<file path="src/include/prc_pkg.sv">
package prc_pkg;

    // ==========================================================
    // Register map
    // ==========================================================
    localparam logic [15:0] PRC_OFS_RESTART = 16'hFE88;
    localparam logic [15:0] PRC_OFS_ADC_RATE = 16'hFE89;
    localparam logic [15:0] PRC_OFS_WARN = 16'hFE8A;

    // Values after reset; the ADC rate starts at the fastest setting
    localparam logic [7:0] PRC_RST_RESTART = 8'h00;
    localparam logic [7:0] PRC_RST_ADC_RATE = 8'h00;
    localparam logic [7:0] PRC_RST_WARN = 8'h00;
    localparam logic [7:0] PRC_RST_RDATA = 8'h00;

    // ==========================================================
    // Field positions
    // ==========================================================
    localparam int PRC_GO_A_BIT = 0;
    localparam int PRC_GO_B_BIT = 1;
    localparam int PRC_DLY_LSB = 2;
    localparam int PRC_ADC_LSB = 0;
    localparam int PRC_W1_THR_LSB = 0;
    localparam int PRC_W1_PG_BIT = 2;
    localparam int PRC_W1_NODEB_BIT = 3;
    localparam int PRC_W2_THR_LSB = 4;
    localparam int PRC_W2_PG_BIT = 6;
    localparam int PRC_W2_NODEB_BIT = 7;

    // ==========================================================
    // Timing: times in microseconds, counts at 40 MHz
    // ==========================================================
    localparam int PRC_CLK_MHZ = 40;
    localparam int PRC_RESTART_500MS_US = 500_000;
    localparam int PRC_RESTART_1S_US = 1_000_000;
    localparam int PRC_RESTART_2S_US = 2_000_000;
    localparam int PRC_ADC_10P5_US = 10_500;
    localparam int PRC_ADC_52P4_US = 52_400;
    localparam int PRC_ADC_104P9_US = 104_900;
    localparam int PRC_ADC_209P7_US = 209_700;
    localparam int PRC_DEB_100MS_US = 100_000;
    localparam int PRC_RESTART_500MS_CYC = PRC_RESTART_500MS_US * PRC_CLK_MHZ;
    localparam int PRC_RESTART_1S_CYC = PRC_RESTART_1S_US * PRC_CLK_MHZ;
    localparam int PRC_RESTART_2S_CYC = PRC_RESTART_2S_US * PRC_CLK_MHZ;
    localparam int PRC_ADC_10P5_CYC = PRC_ADC_10P5_US * PRC_CLK_MHZ;
    localparam int PRC_ADC_52P4_CYC = PRC_ADC_52P4_US * PRC_CLK_MHZ;
    localparam int PRC_ADC_104P9_CYC = PRC_ADC_104P9_US * PRC_CLK_MHZ;
    localparam int PRC_ADC_209P7_CYC = PRC_ADC_209P7_US * PRC_CLK_MHZ;
    localparam int PRC_DEB_100MS_CYC = PRC_DEB_100MS_US * PRC_CLK_MHZ;

    // Widths: 27 bits hold the 2 s count of 80 million cycles
    localparam int PRC_CNT_W = 27;
    localparam int PRC_TEMP_W = 12;

    // ==========================================================
    // Types
    // ==========================================================
    typedef enum logic [0:0] {
        PRC_SEQ_IDLE,
        PRC_SEQ_OFF
    } prc_seq_state_t;

    // Status flags of one channel from the protection logic
    typedef struct packed {
        logic undervoltage;
        logic supply_off;
        logic softstart_filter;
    } prc_chan_flags_t;

    typedef struct packed {
        logic [PRC_CNT_W-1:0] cnt;
        logic flag;
    } prc_deb_st_t;

    typedef struct packed {
        prc_seq_state_t state;
        logic [PRC_CNT_W-1:0] cnt;
        logic off;
        logic begun;
    } prc_seq_st_t;

    typedef struct packed {
        logic [7:0] restart_ctrl;
        logic [7:0] adc_rate;
        logic [7:0] warn_cfg;
        logic [7:0] rdata;
        logic [PRC_CNT_W-1:0] adc_cnt;
        logic adc_strobe;
        logic pg_fault_a;
        logic pg_fault_b;
        logic pg_pin_a;
        logic pg_pin_b;
    } prc_top_st_t;

    // Warning level: protection level plus one to four sense LSBs
    function automatic logic [PRC_TEMP_W:0] prc_warn_level(
        input logic [PRC_TEMP_W-1:0] protect,
        input logic [1:0] margin_sel
    );
        return {1'b0, protect} + {{(PRC_TEMP_W-1){1'b0}}, margin_sel}
            + {{PRC_TEMP_W{1'b0}}, 1'b1};
    endfunction

endpackage

</file>
<file path="src/rtl/prc_debounce.sv">
`timescale 1ns/1ps
module prc_debounce
    import prc_pkg::*;
#(
    parameter logic [PRC_CNT_W-1:0] DEB_CYC = PRC_CNT_W'(PRC_DEB_100MS_CYC)
) (
    input wire logic clk,
    input wire logic sys_rst,
    input wire logic cond,
    input wire logic bypass,
    output logic flag
);

    prc_deb_st_t st;
    prc_deb_st_t next_st;

    // ==========================================================
    // Persistence filter
    // ==========================================================
    // Any drop of the condition restarts the whole interval
    always_comb begin
        next_st = st;
        if (!cond) begin
            next_st.cnt = '0;
            next_st.flag = 1'b0;
        end else if (bypass) begin
            next_st.flag = 1'b1;
        end else if (st.cnt >= DEB_CYC - 1'b1) begin
            next_st.flag = 1'b1;
        end else begin
            next_st.cnt = st.cnt + 1'b1;
        end
    end

    // State register
    always_ff @(posedge clk or posedge sys_rst) begin
        if (sys_rst) begin
            st <= '0;
        end else begin
            st <= next_st;
        end
    end

    assign flag = st.flag;

endmodule

</file>
<file path="src/rtl/prc_restart_seq.sv">
`timescale 1ns/1ps
module prc_restart_seq
    import prc_pkg::*;
#(
    parameter logic [PRC_CNT_W-1:0] DLY1_CYC = PRC_CNT_W'(PRC_RESTART_500MS_CYC),
    parameter logic [PRC_CNT_W-1:0] DLY2_CYC = PRC_CNT_W'(PRC_RESTART_1S_CYC),
    parameter logic [PRC_CNT_W-1:0] DLY3_CYC = PRC_CNT_W'(PRC_RESTART_2S_CYC)
) (
    input wire logic clk,
    input wire logic sys_rst,
    input wire logic go,
    input wire logic [1:0] delay_sel,
    output logic supply_off,
    output logic begun
);

    prc_seq_st_t st;
    prc_seq_st_t next_st;

    // ==========================================================
    // Off-then-restart sequence
    // ==========================================================
    // Delay is latched at the start so a rewrite cannot stretch it
    always_comb begin
        next_st = st;
        next_st.begun = 1'b0;
        unique case (st.state)
            PRC_SEQ_IDLE: begin
                if (go) begin
                    next_st.state = PRC_SEQ_OFF;
                    next_st.off = 1'b1;
                    next_st.begun = 1'b1;
                    unique case (delay_sel)
                        2'h0: next_st.cnt = '0;
                        2'h1: next_st.cnt = DLY1_CYC;
                        2'h2: next_st.cnt = DLY2_CYC;
                        2'h3: next_st.cnt = DLY3_CYC;
                    endcase
                end
            end
            PRC_SEQ_OFF: begin
                if (st.cnt == '0) begin
                    next_st.state = PRC_SEQ_IDLE;
                    next_st.off = 1'b0;
                end else begin
                    next_st.cnt = st.cnt - 1'b1;
                end
            end
        endcase
    end

    // State register
    always_ff @(posedge clk or posedge sys_rst) begin
        if (sys_rst) begin
            st <= '0;
        end else begin
            st <= next_st;
        end
    end

    assign supply_off = st.off;
    assign begun = st.begun;

endmodule

</file>
<file path="src/rtl/prc_top.sv">
`timescale 1ns/1ps
module prc_top
    import prc_pkg::*;
#(
    parameter logic [PRC_CNT_W-1:0] RESTART_500MS_CYC =
        PRC_CNT_W'(PRC_RESTART_500MS_CYC),
    parameter logic [PRC_CNT_W-1:0] RESTART_1S_CYC =
        PRC_CNT_W'(PRC_RESTART_1S_CYC),
    parameter logic [PRC_CNT_W-1:0] RESTART_2S_CYC =
        PRC_CNT_W'(PRC_RESTART_2S_CYC),
    parameter logic [PRC_CNT_W-1:0] ADC_10P5_CYC =
        PRC_CNT_W'(PRC_ADC_10P5_CYC),
    parameter logic [PRC_CNT_W-1:0] ADC_52P4_CYC =
        PRC_CNT_W'(PRC_ADC_52P4_CYC),
    parameter logic [PRC_CNT_W-1:0] ADC_104P9_CYC =
        PRC_CNT_W'(PRC_ADC_104P9_CYC),
    parameter logic [PRC_CNT_W-1:0] ADC_209P7_CYC =
        PRC_CNT_W'(PRC_ADC_209P7_CYC),
    parameter logic [PRC_CNT_W-1:0] DEB_100MS_CYC =
        PRC_CNT_W'(PRC_DEB_100MS_CYC)
) (
    input wire logic clk,
    input wire logic sys_rst,
    input wire logic reg_wr,
    input wire logic reg_rd,
    input wire logic [15:0] reg_addr,
    input wire logic [7:0] reg_wdata,
    output logic [7:0] reg_rdata,
    input wire logic [PRC_TEMP_W-1:0] temp_sense_first,
    input wire logic [PRC_TEMP_W-1:0] temp_sense_second,
    input wire logic [PRC_TEMP_W-1:0] overtemp_protect_first,
    input wire logic [PRC_TEMP_W-1:0] overtemp_protect_second,
    input wire prc_chan_flags_t flags_chan_a,
    input wire prc_chan_flags_t flags_chan_b,
    input wire logic config_crc_flag,
    output logic supply_off_chan_a,
    output logic supply_off_chan_b,
    output logic current_adc_refresh,
    output logic temp_warn_first,
    output logic temp_warn_second,
    output logic power_good_fault_chan_a,
    output logic power_good_fault_chan_b,
    output logic power_good_pin_chan_a,
    output logic power_good_pin_chan_b
);

    // ==========================================================
    // State
    // ==========================================================
    prc_top_st_t st;
    prc_top_st_t next_st;

    logic seq_off_a;
    logic seq_off_b;
    logic begun_a;
    logic begun_b;
    logic warn_raw_first;
    logic warn_raw_second;
    logic warn_first;
    logic warn_second;
    logic [PRC_CNT_W-1:0] adc_period;
    logic wr_restart;
    logic wr_adc;
    logic wr_warn;

    // ==========================================================
    // Address decode
    // ==========================================================
    // Only full 16-bit matches select a register
    assign wr_restart = reg_wr && (reg_addr == PRC_OFS_RESTART);
    assign wr_adc = reg_wr && (reg_addr == PRC_OFS_ADC_RATE);
    assign wr_warn = reg_wr && (reg_addr == PRC_OFS_WARN);

    // ==========================================================
    // Restart sequencers, one per channel
    // ==========================================================
    // Channel A from go bit 0 and the shared delay
    prc_restart_seq #(
        .DLY1_CYC(RESTART_500MS_CYC),
        .DLY2_CYC(RESTART_1S_CYC),
        .DLY3_CYC(RESTART_2S_CYC)
    ) u_seq_a (
        .clk(clk),
        .sys_rst(sys_rst),
        .go(st.restart_ctrl[PRC_GO_A_BIT]),
        .delay_sel(st.restart_ctrl[PRC_DLY_LSB+:2]),
        .supply_off(seq_off_a),
        .begun(begun_a)
    );

    // Channel B from go bit 1 and the same delay
    prc_restart_seq #(
        .DLY1_CYC(RESTART_500MS_CYC),
        .DLY2_CYC(RESTART_1S_CYC),
        .DLY3_CYC(RESTART_2S_CYC)
    ) u_seq_b (
        .clk(clk),
        .sys_rst(sys_rst),
        .go(st.restart_ctrl[PRC_GO_B_BIT]),
        .delay_sel(st.restart_ctrl[PRC_DLY_LSB+:2]),
        .supply_off(seq_off_b),
        .begun(begun_b)
    );

    // Sequencer outputs are flops
    assign supply_off_chan_a = seq_off_a;
    assign supply_off_chan_b = seq_off_b;

    // ==========================================================
    // Temperature warning comparators
    // ==========================================================
    // Sense codes come from same-clock ADC logic, so no synchroniser
    assign warn_raw_first = {1'b0, temp_sense_first} >= prc_warn_level(
        overtemp_protect_first,
        st.warn_cfg[PRC_W1_THR_LSB+:2]);
    assign warn_raw_second = {1'b0, temp_sense_second} >= prc_warn_level(
        overtemp_protect_second,
        st.warn_cfg[PRC_W2_THR_LSB+:2]);

    // First warning filter
    prc_debounce #(
        .DEB_CYC(DEB_100MS_CYC)
    ) u_deb_first (
        .clk(clk),
        .sys_rst(sys_rst),
        .cond(warn_raw_first),
        .bypass(st.warn_cfg[PRC_W1_NODEB_BIT]),
        .flag(warn_first)
    );

    // Second warning filter
    prc_debounce #(
        .DEB_CYC(DEB_100MS_CYC)
    ) u_deb_second (
        .clk(clk),
        .sys_rst(sys_rst),
        .cond(warn_raw_second),
        .bypass(st.warn_cfg[PRC_W2_NODEB_BIT]),
        .flag(warn_second)
    );

    assign temp_warn_first = warn_first;
    assign temp_warn_second = warn_second;

    // ==========================================================
    // ADC refresh period select
    // ==========================================================
    always_comb begin
        unique case (st.adc_rate[PRC_ADC_LSB+:2])
            2'h0: adc_period = ADC_10P5_CYC;
            2'h1: adc_period = ADC_52P4_CYC;
            2'h2: adc_period = ADC_104P9_CYC;
            2'h3: adc_period = ADC_209P7_CYC;
        endcase
    end

    // ==========================================================
    // Next-state logic
    // ==========================================================
    always_comb begin
        next_st = st;

        // Go bits drop once started; a write in that cycle still wins
        if (begun_a) begin
            next_st.restart_ctrl[PRC_GO_A_BIT] = 1'b0;
        end
        if (begun_b) begin
            next_st.restart_ctrl[PRC_GO_B_BIT] = 1'b0;
        end

        // Whole bytes stored, reserved bits too
        if (wr_restart) begin
            next_st.restart_ctrl = reg_wdata;
        end
        if (wr_adc) begin
            next_st.adc_rate = reg_wdata;
        end
        if (wr_warn) begin
            next_st.warn_cfg = reg_wdata;
        end

        // Read data is registered; unmapped addresses read zero
        if (reg_rd) begin
            unique case (reg_addr)
                PRC_OFS_RESTART: next_st.rdata = st.restart_ctrl;
                PRC_OFS_ADC_RATE: next_st.rdata = st.adc_rate;
                PRC_OFS_WARN: next_st.rdata = st.warn_cfg;
                default: next_st.rdata = PRC_RST_RDATA;
            endcase
        end

        // Refresh tick; >= lets a shorter new period take effect at once
        next_st.adc_strobe = 1'b0;
        if (st.adc_cnt >= adc_period - 1'b1) begin
            next_st.adc_cnt = '0;
            next_st.adc_strobe = 1'b1;
        end else begin
            next_st.adc_cnt = st.adc_cnt + 1'b1;
        end

        // Faults; own off phase counts as supply off
        next_st.pg_fault_a = flags_chan_a.undervoltage
            || flags_chan_a.supply_off || seq_off_a
            || config_crc_flag || flags_chan_a.softstart_filter
            || (st.warn_cfg[PRC_W1_PG_BIT] && warn_first);
        next_st.pg_fault_b = flags_chan_b.undervoltage
            || flags_chan_b.supply_off || seq_off_b
            || config_crc_flag || flags_chan_b.softstart_filter
            || (st.warn_cfg[PRC_W2_PG_BIT] && warn_second);

        // Pin low in the same cycle as the fault
        next_st.pg_pin_a = !next_st.pg_fault_a;
        next_st.pg_pin_b = !next_st.pg_fault_b;
    end

    // ==========================================================
    // State register
    // ==========================================================
    always_ff @(posedge clk or posedge sys_rst) begin
        if (sys_rst) begin
            st <= '0;
            st.restart_ctrl <= PRC_RST_RESTART;
            st.adc_rate <= PRC_RST_ADC_RATE;
            st.warn_cfg <= PRC_RST_WARN;
            st.rdata <= PRC_RST_RDATA;
            st.pg_pin_a <= 1'b1;
            st.pg_pin_b <= 1'b1;
        end else begin
            st <= next_st;
        end
    end

    // ==========================================================
    // Outputs
    // ==========================================================
    assign reg_rdata = st.rdata;
    assign current_adc_refresh = st.adc_strobe;
    assign power_good_fault_chan_a = st.pg_fault_a;
    assign power_good_fault_chan_b = st.pg_fault_b;
    assign power_good_pin_chan_a = st.pg_pin_a;
    assign power_good_pin_chan_b = st.pg_pin_b;

endmodule

</file>
<file path="config.mk">
export PLATFORM = sky130hd
export DESIGN_NAME = prc_top
export DESIGN_NICKNAME = d
export VERILOG_FILES = /design/src/include/prc_pkg.sv /design/src/rtl/prc_debounce.sv /design/src/rtl/prc_restart_seq.sv /design/src/rtl/prc_top.sv
export SDC_FILE = /design/constraint.sdc
export NUM_CORES = 1
export LEC_CHECK = 0
export CORE_ASPECT_RATIO = 0.7
export CORE_MARGIN = 1
export CORE_UTILIZATION = 25
export CTS_CLUSTER_SIZE = 30
export DETAILED_ROUTE_END_ITERATION = 6
export DONT_BUFFER_PORTS = 1
export PLACE_DENSITY_LB_ADDON = 0.08
export SETUP_SLACK_MARGIN = 0.3
export SLEW_MARGIN = 20
export SYNTH_ARGS = -nofsm -noshare
export SYNTH_HDL_FRONTEND = slang
export SYNTH_HIERARCHICAL = 1
export SYNTH_SLANG_ARGS = --single-unit
export TNS_END_PERCENT = 100
</file>
<file path="constraint.sdc">
create_clock -name clk -period 4.5 [get_ports clk]
set_input_delay 0.225 -clock clk [delete_from_list [all_inputs] [get_ports clk]]
set_output_delay 0.225 -clock clk [all_outputs]
set_load 0.01 [all_outputs]
</file>
**Word level (Yosys, flattened, before mapping)**

Cells that the tools add are included.

- Reduce and logical (&&, ||, !) cells: 29
- Multiplexer cells: 30
- Add/sub/neg operators: 10
- $lt $le $gt $ge: 5
- Bitwise gates (word level): 2
- Equal/unequal tests: 21

Operators by type and width:

| operator | number |
|---|---|
| case mux 27 bit (4 select lines) | 2 |
| 2-to-1 mux 27 bit | 7 |
| case mux 29 bit (2 select lines) | 2 |
| adder 27 x 1 -> 27 bit (second input constant) | 3 |
| subtractor 27 x 1 -> 27 bit (second input constant) | 3 |
| 2-to-1 mux 30 bit | 2 |
| 2-to-1 mux 28 bit | 2 |
| >= comparator 27 x 22 -> 1 bit (second input constant) | 2 |
| zero test 27 bit | 2 |
| == test 16 bit (second input constant) | 3 |
| >= comparator 27 bit | 1 |
| adder 12 x 2 -> 13 bit | 2 |
| adder 13 x 1 -> 13 bit (second input constant) | 2 |
| >= comparator 12 x 13 -> 1 bit | 2 |
| case mux 8 bit (3 select lines) | 1 |
| != test 2 bit (second input constant) | 10 |
| 2-to-1 mux 1 bit | 13 |
| AND reduction 2 bit | 6 |
| logical OR 1 bit | 10 |
| == test 2 bit (second input constant) | 4 |
| != test 3 bit (second input constant) | 2 |
| logical AND 1 bit | 5 |
| == test 2 x 1 -> 1 bit (second input constant) | 2 |
| zero test 2 bit | 2 |
| 4 further kinds | 7 |

- Word-level logic and storage cells: 121
- Input port bits: 83
- Output and inout bits: 17
- Register bits after elaboration: 180

**Longest topological paths before layout**

- Depth in word-level cells: 6
- Mapped depth: 15
- Depth with buffers taken out: 15

**Modules after synthesis**

Netlist, hierarchy kept.

By module, submodules not included:

| module | sequential area each (µm²) | cells each | area each (µm²) | instances |
|---|---|---|---|---|
| prc_top | 1,604.0 | 439 | 4,362.9 | 1 |
| prc_restart_seq | 750.7 | 190 | 1,752.9 | 2 |
| prc_debounce | 700.7 | 153 | 1,481.4 | 2 |

**Worst setup path after synthesis**

Ideal clock, no wire load.

- Kind: flip-flop to flip-flop
- Start point: reg st[40] (netlist name)
- End point: reg u_deb_first/st[16] (netlist bit)
- Cell stages (with the launch flop): 15
- Clock period less this slack: 3.328 ns
- Data arrival time: 3.250 ns
- Setup time: 0.078 ns
- Slack: 1.172 ns
- Required time: 4.422 ns
- Path buffers: 0
- Path through: dfrtp_1 -> inv_1 -> ha_1 -> inv_1 -> fa_1 -> nand3_1 -> xor2_1 -> ha_1 -> nand4_1 -> nor4_1 -> nor4_1 -> nor4_1 -> clkinv_1 -> nor4_1 -> o21bai_1

RTL lines:

| what | RTL line | source |
|---|---|---|
| end signal, assigned | prc_debounce.sv:40 | `st <= next_st;` |
| end, declared | prc_debounce.sv:14 | `prc_deb_st_t st;` |

==> results.toml <==
[clocking]
root_buffer = "clkbuf_16"
cts_resized = 0
cts_made_buffers = 17
cts_tree = "yes"
clkTransAtPathRegs_ns = 0.08
clock-sinks = 180
clk-insertion-delay-late_ns = 0.46
cts_max_level = 4
cts_buffer_depth = 2

[sta]
finClkSkew_ns = 0.00990
worstMarginPinSlew_ns = 0.874
clock.fmax_mhz = 286
max_slew_margin_pct = 41.2
fin_crit_sh_pct = 77.6
setup_slack_ns = 1.01
rsz0062_at_grt = "no"
whs_ns = 0.0385
fin_setup_tns_ns = 0
finalMaxSlewViolations = 0
min_period_ns = 3.49
final-hold-violation-count = 0
finalSetupViolCount = 0

[drt]
routed-via-count = 8366
wl_per_cell_um = 17.2
via_per_inst = 4.93
drt_pre_antenna_iters = 4
drc = 0
detail-route-antenna-nets = 0
wl_mm = 29.3
drtIter0Drc = 538

[setup_path]
crit_required_ns = 4.89
crit_path_max_fanout = 9
r2r_end = "u_deb_first/st[16]$_DFFE_PP0P_"
r2r_cells = 14
rr_startpoint = "st[40]$_DFFE_PP0P_"
worstSetupStartpointType = "flop"
critPathKind = "reg -> reg"
worst-r2r-setup-slack_ns = 1.01
cp.arrival_ns = 3.88
cp-end-kind = "flop"

[synth]
synth_seq_cells = 180
synth_edf_count = 0
netlist_area_mm2 = 0.0108
ys_seq_area_share_pct = 41.6
synth_cell_types = 70
async_reset_ff_share_pct = 100
synth_ff_type = "dfrtp_1"
yosys_warnings = 6
netlist_instances = 1125
syn_area_per_cell_um2 = 9.63

[power]
peakVddDrop_mv = 0.161
p_clk_share_pct = 38.0
leakage_nw = 5.26
p_comb_share_pct = 17.8
power_switching_mw = 1.26
finalPower_mw = 3.91
power.density_mw_per_mm2 = 323
p_seq_share_pct = 44.2
swShare_pct = 32.3
p_int_mw = 2.65

[floorplanning]
fp.dieW_um = 251
start_util_pct = 25.4
dieArea_mm2 = 0.0442
core-area_mm2 = 0.0426
fp.dieH_um = 176
io_pins = 100
rows = 63

[hold_path]
hp-start = "reg_addr[1]"
hold_path_class = "in -> reg"
min_to = "reg_rdata[1]$_DFFE_PP0P_"
whs_path_depth = 3

[placement]
dp.cells = 1650
place_hpwl_mm = 21.3
portBuffers = 0
routabilityCongestion = 0.766
post-place-ws_ns = 0.976

[grt]
grt_pass1_vias = 8056
grt_max_degree = 63
grt_pass1_wl_mm = 47.2
grt-ovfl-total = 0
antenna_found_initial = 1
track_usage_pct = 13.7

[outcome]
outcome = "finished, final reports clean"

[run]
cap_violations = 0

[cells_and_area]
final_nets = 1286
drive_gt1_share_pct = 9.95
area_growth_pct = 11.9
fin_cells = 1698
diodes = 0
power by group through the flow:
stage | clock network (mW) | registers [mW] | logic [mW]
floorplan | 0 | 1.74 | 0.513
global placement | 0 | 1.76 | 0.687
detailed placement | 0 | 1.76 | 0.682
CTS | 1.56 | 1.73 | 0.703
global route | 1.63 | 1.74 | 0.795
finish | 1.49 | 1.73 | 0.698
metal layers:
metal | GRT usage (%) | wire length (µm)
met3 | 3.33 | 1130
met4 | 2.99 | 167
met2 | 19.2 | 12100
met5 | 0 | 0
met1 | 20.9 | 15900
timing repair:
action / 4_1_cts / 5_1_grt
endpoints found under the setup margin: 0 / 0
hold endpoints to repair: 215 / 0
setup buffers: 0 / 0
hold buffers: 16 / 0
state kept, by name, summed over array words and instances, names as in the netlist:
name,flops
u_seq_a/supply_off,1
power_good_pin_chan_a,1
u_seq_b/st,28
u_seq_b/begun,1
reg_rdata,8
u_deb_first/st,27
u_seq_b/supply_off,1
u_deb_second/flag,1
u_seq_a/begun,1
u_deb_second/st,27
power_good_fault_chan_a,1
power_good_fault_chan_b,1
u_deb_first/flag,1
u_seq_a/st,28
current_adc_refresh,1
st,51
power_good_pin_chan_b,1
synthesized netlist by cell type, drive strengths merged (12+ instances only):
master / instances / area, µm²
a211oi: 14 / 105
dfrtp: 178 / 4450
or3: 16 / 110
mux2: 24 / 270
ha: 68 / 851
inv: 54 / 203
nand4: 38 / 257
xor2: 42 / 368
a21oi: 62 / 310
or4: 35 / 289
nand2: 94 / 373
nor3: 61 / 327
and3: 17 / 106
o31ai: 24 / 180
nand3: 49 / 245
nor4: 29 / 270
clkbuf: 17 / 63.8
buf: 27 / 189
nand2b: 12 / 75.1
and2: 14 / 87.6
o21ai: 35 / 175
mux2i: 20 / 200
nor2: 75 / 282
layout by cell type (no fill, tap or decap), types with 18 or more instances in the layout:
cell type,instances
a21oi_1,62
dfrtp_1,178
ha_1,68
inv_1,53
mux2_2,24
mux2i_1,20
nand2_1,90
nand3_1,49
nand4_1,35
nor2_1,75
nor3_1,58
nor4_1,18
o21ai_0,33
o31ai_1,24
or4_1,28
xor2_1,42
how the worst max path moves through the flow:
stage	start	end	cells after the start
2_1_floorplan	st[40]$_DFFE_PP0P_	u_deb_first/st[16]$_DFFE_PP0P_	14
6_report	st[40]$_DFFE_PP0P_	u_deb_first/st[16]$_DFFE_PP0P_	14
4_1_cts	st[40]$_DFFE_PP0P_	u_deb_first/st[16]$_DFFE_PP0P_	14
5_1_grt	st[40]$_DFFE_PP0P_	u_deb_first/st[16]$_DFFE_PP0P_	14
3_3_place_gp	st[40]$_DFFE_PP0P_	u_deb_first/st[16]$_DFFE_PP0P_	14
3_5_place_dp	st[40]$_DFFE_PP0P_	u_deb_first/st[16]$_DFFE_PP0P_	14
final cells by class:
cell class	instances	area, µm²
Timing Repair Buffer	31	273
Sequential cell	180	4510
Clock buffer	17	425
Inverter	56	211
Multi-Input combinational cell	847	5880
Tap cell	552	691
Fill cell	4498	30400
Clock inverter	15	138
kinds of logic after synthesis:
logic type	after synthesis	share of synthesized area, %
DFF	180	41.6
adders and majority gates	70	8.22
xor gates and xnor gates	49	3.96
other	1	0.0346
buffers and inverters	100	4.27
AOI/OAI and AO/OA	208	12.8
muxes	44	4.34
and+or+nand+nor	473	24.8
stage by stage:
step / cell area (µm²) / utilization [%]
2_1_floorplan: 10800 / -
3_3_place_gp: 11400 / 26.8
3_5_place_dp: 11400 / 26.8
4_1_cts: 12100 / 28.5
5_1_grt: 12100 / 28.5
6_report: 12100 / 28.5
critical path, stage by stage (launching register included):
cell      delay [ns]
dfrtp_1         0.39
inv_1           0.06
ha_1            0.13
inv_1           0.05
fa_1            0.47
nand3_1         0.12
xor2_1          0.07
ha_1            0.32
nand4_1         0.10
nor4_1          0.25
nor4_1          0.11
nor4_2          0.45
clkinv_1        0.41
nor4_1          0.34
o21bai_1        0.14
No activity file was read; power rests on OpenSTA's default activity.
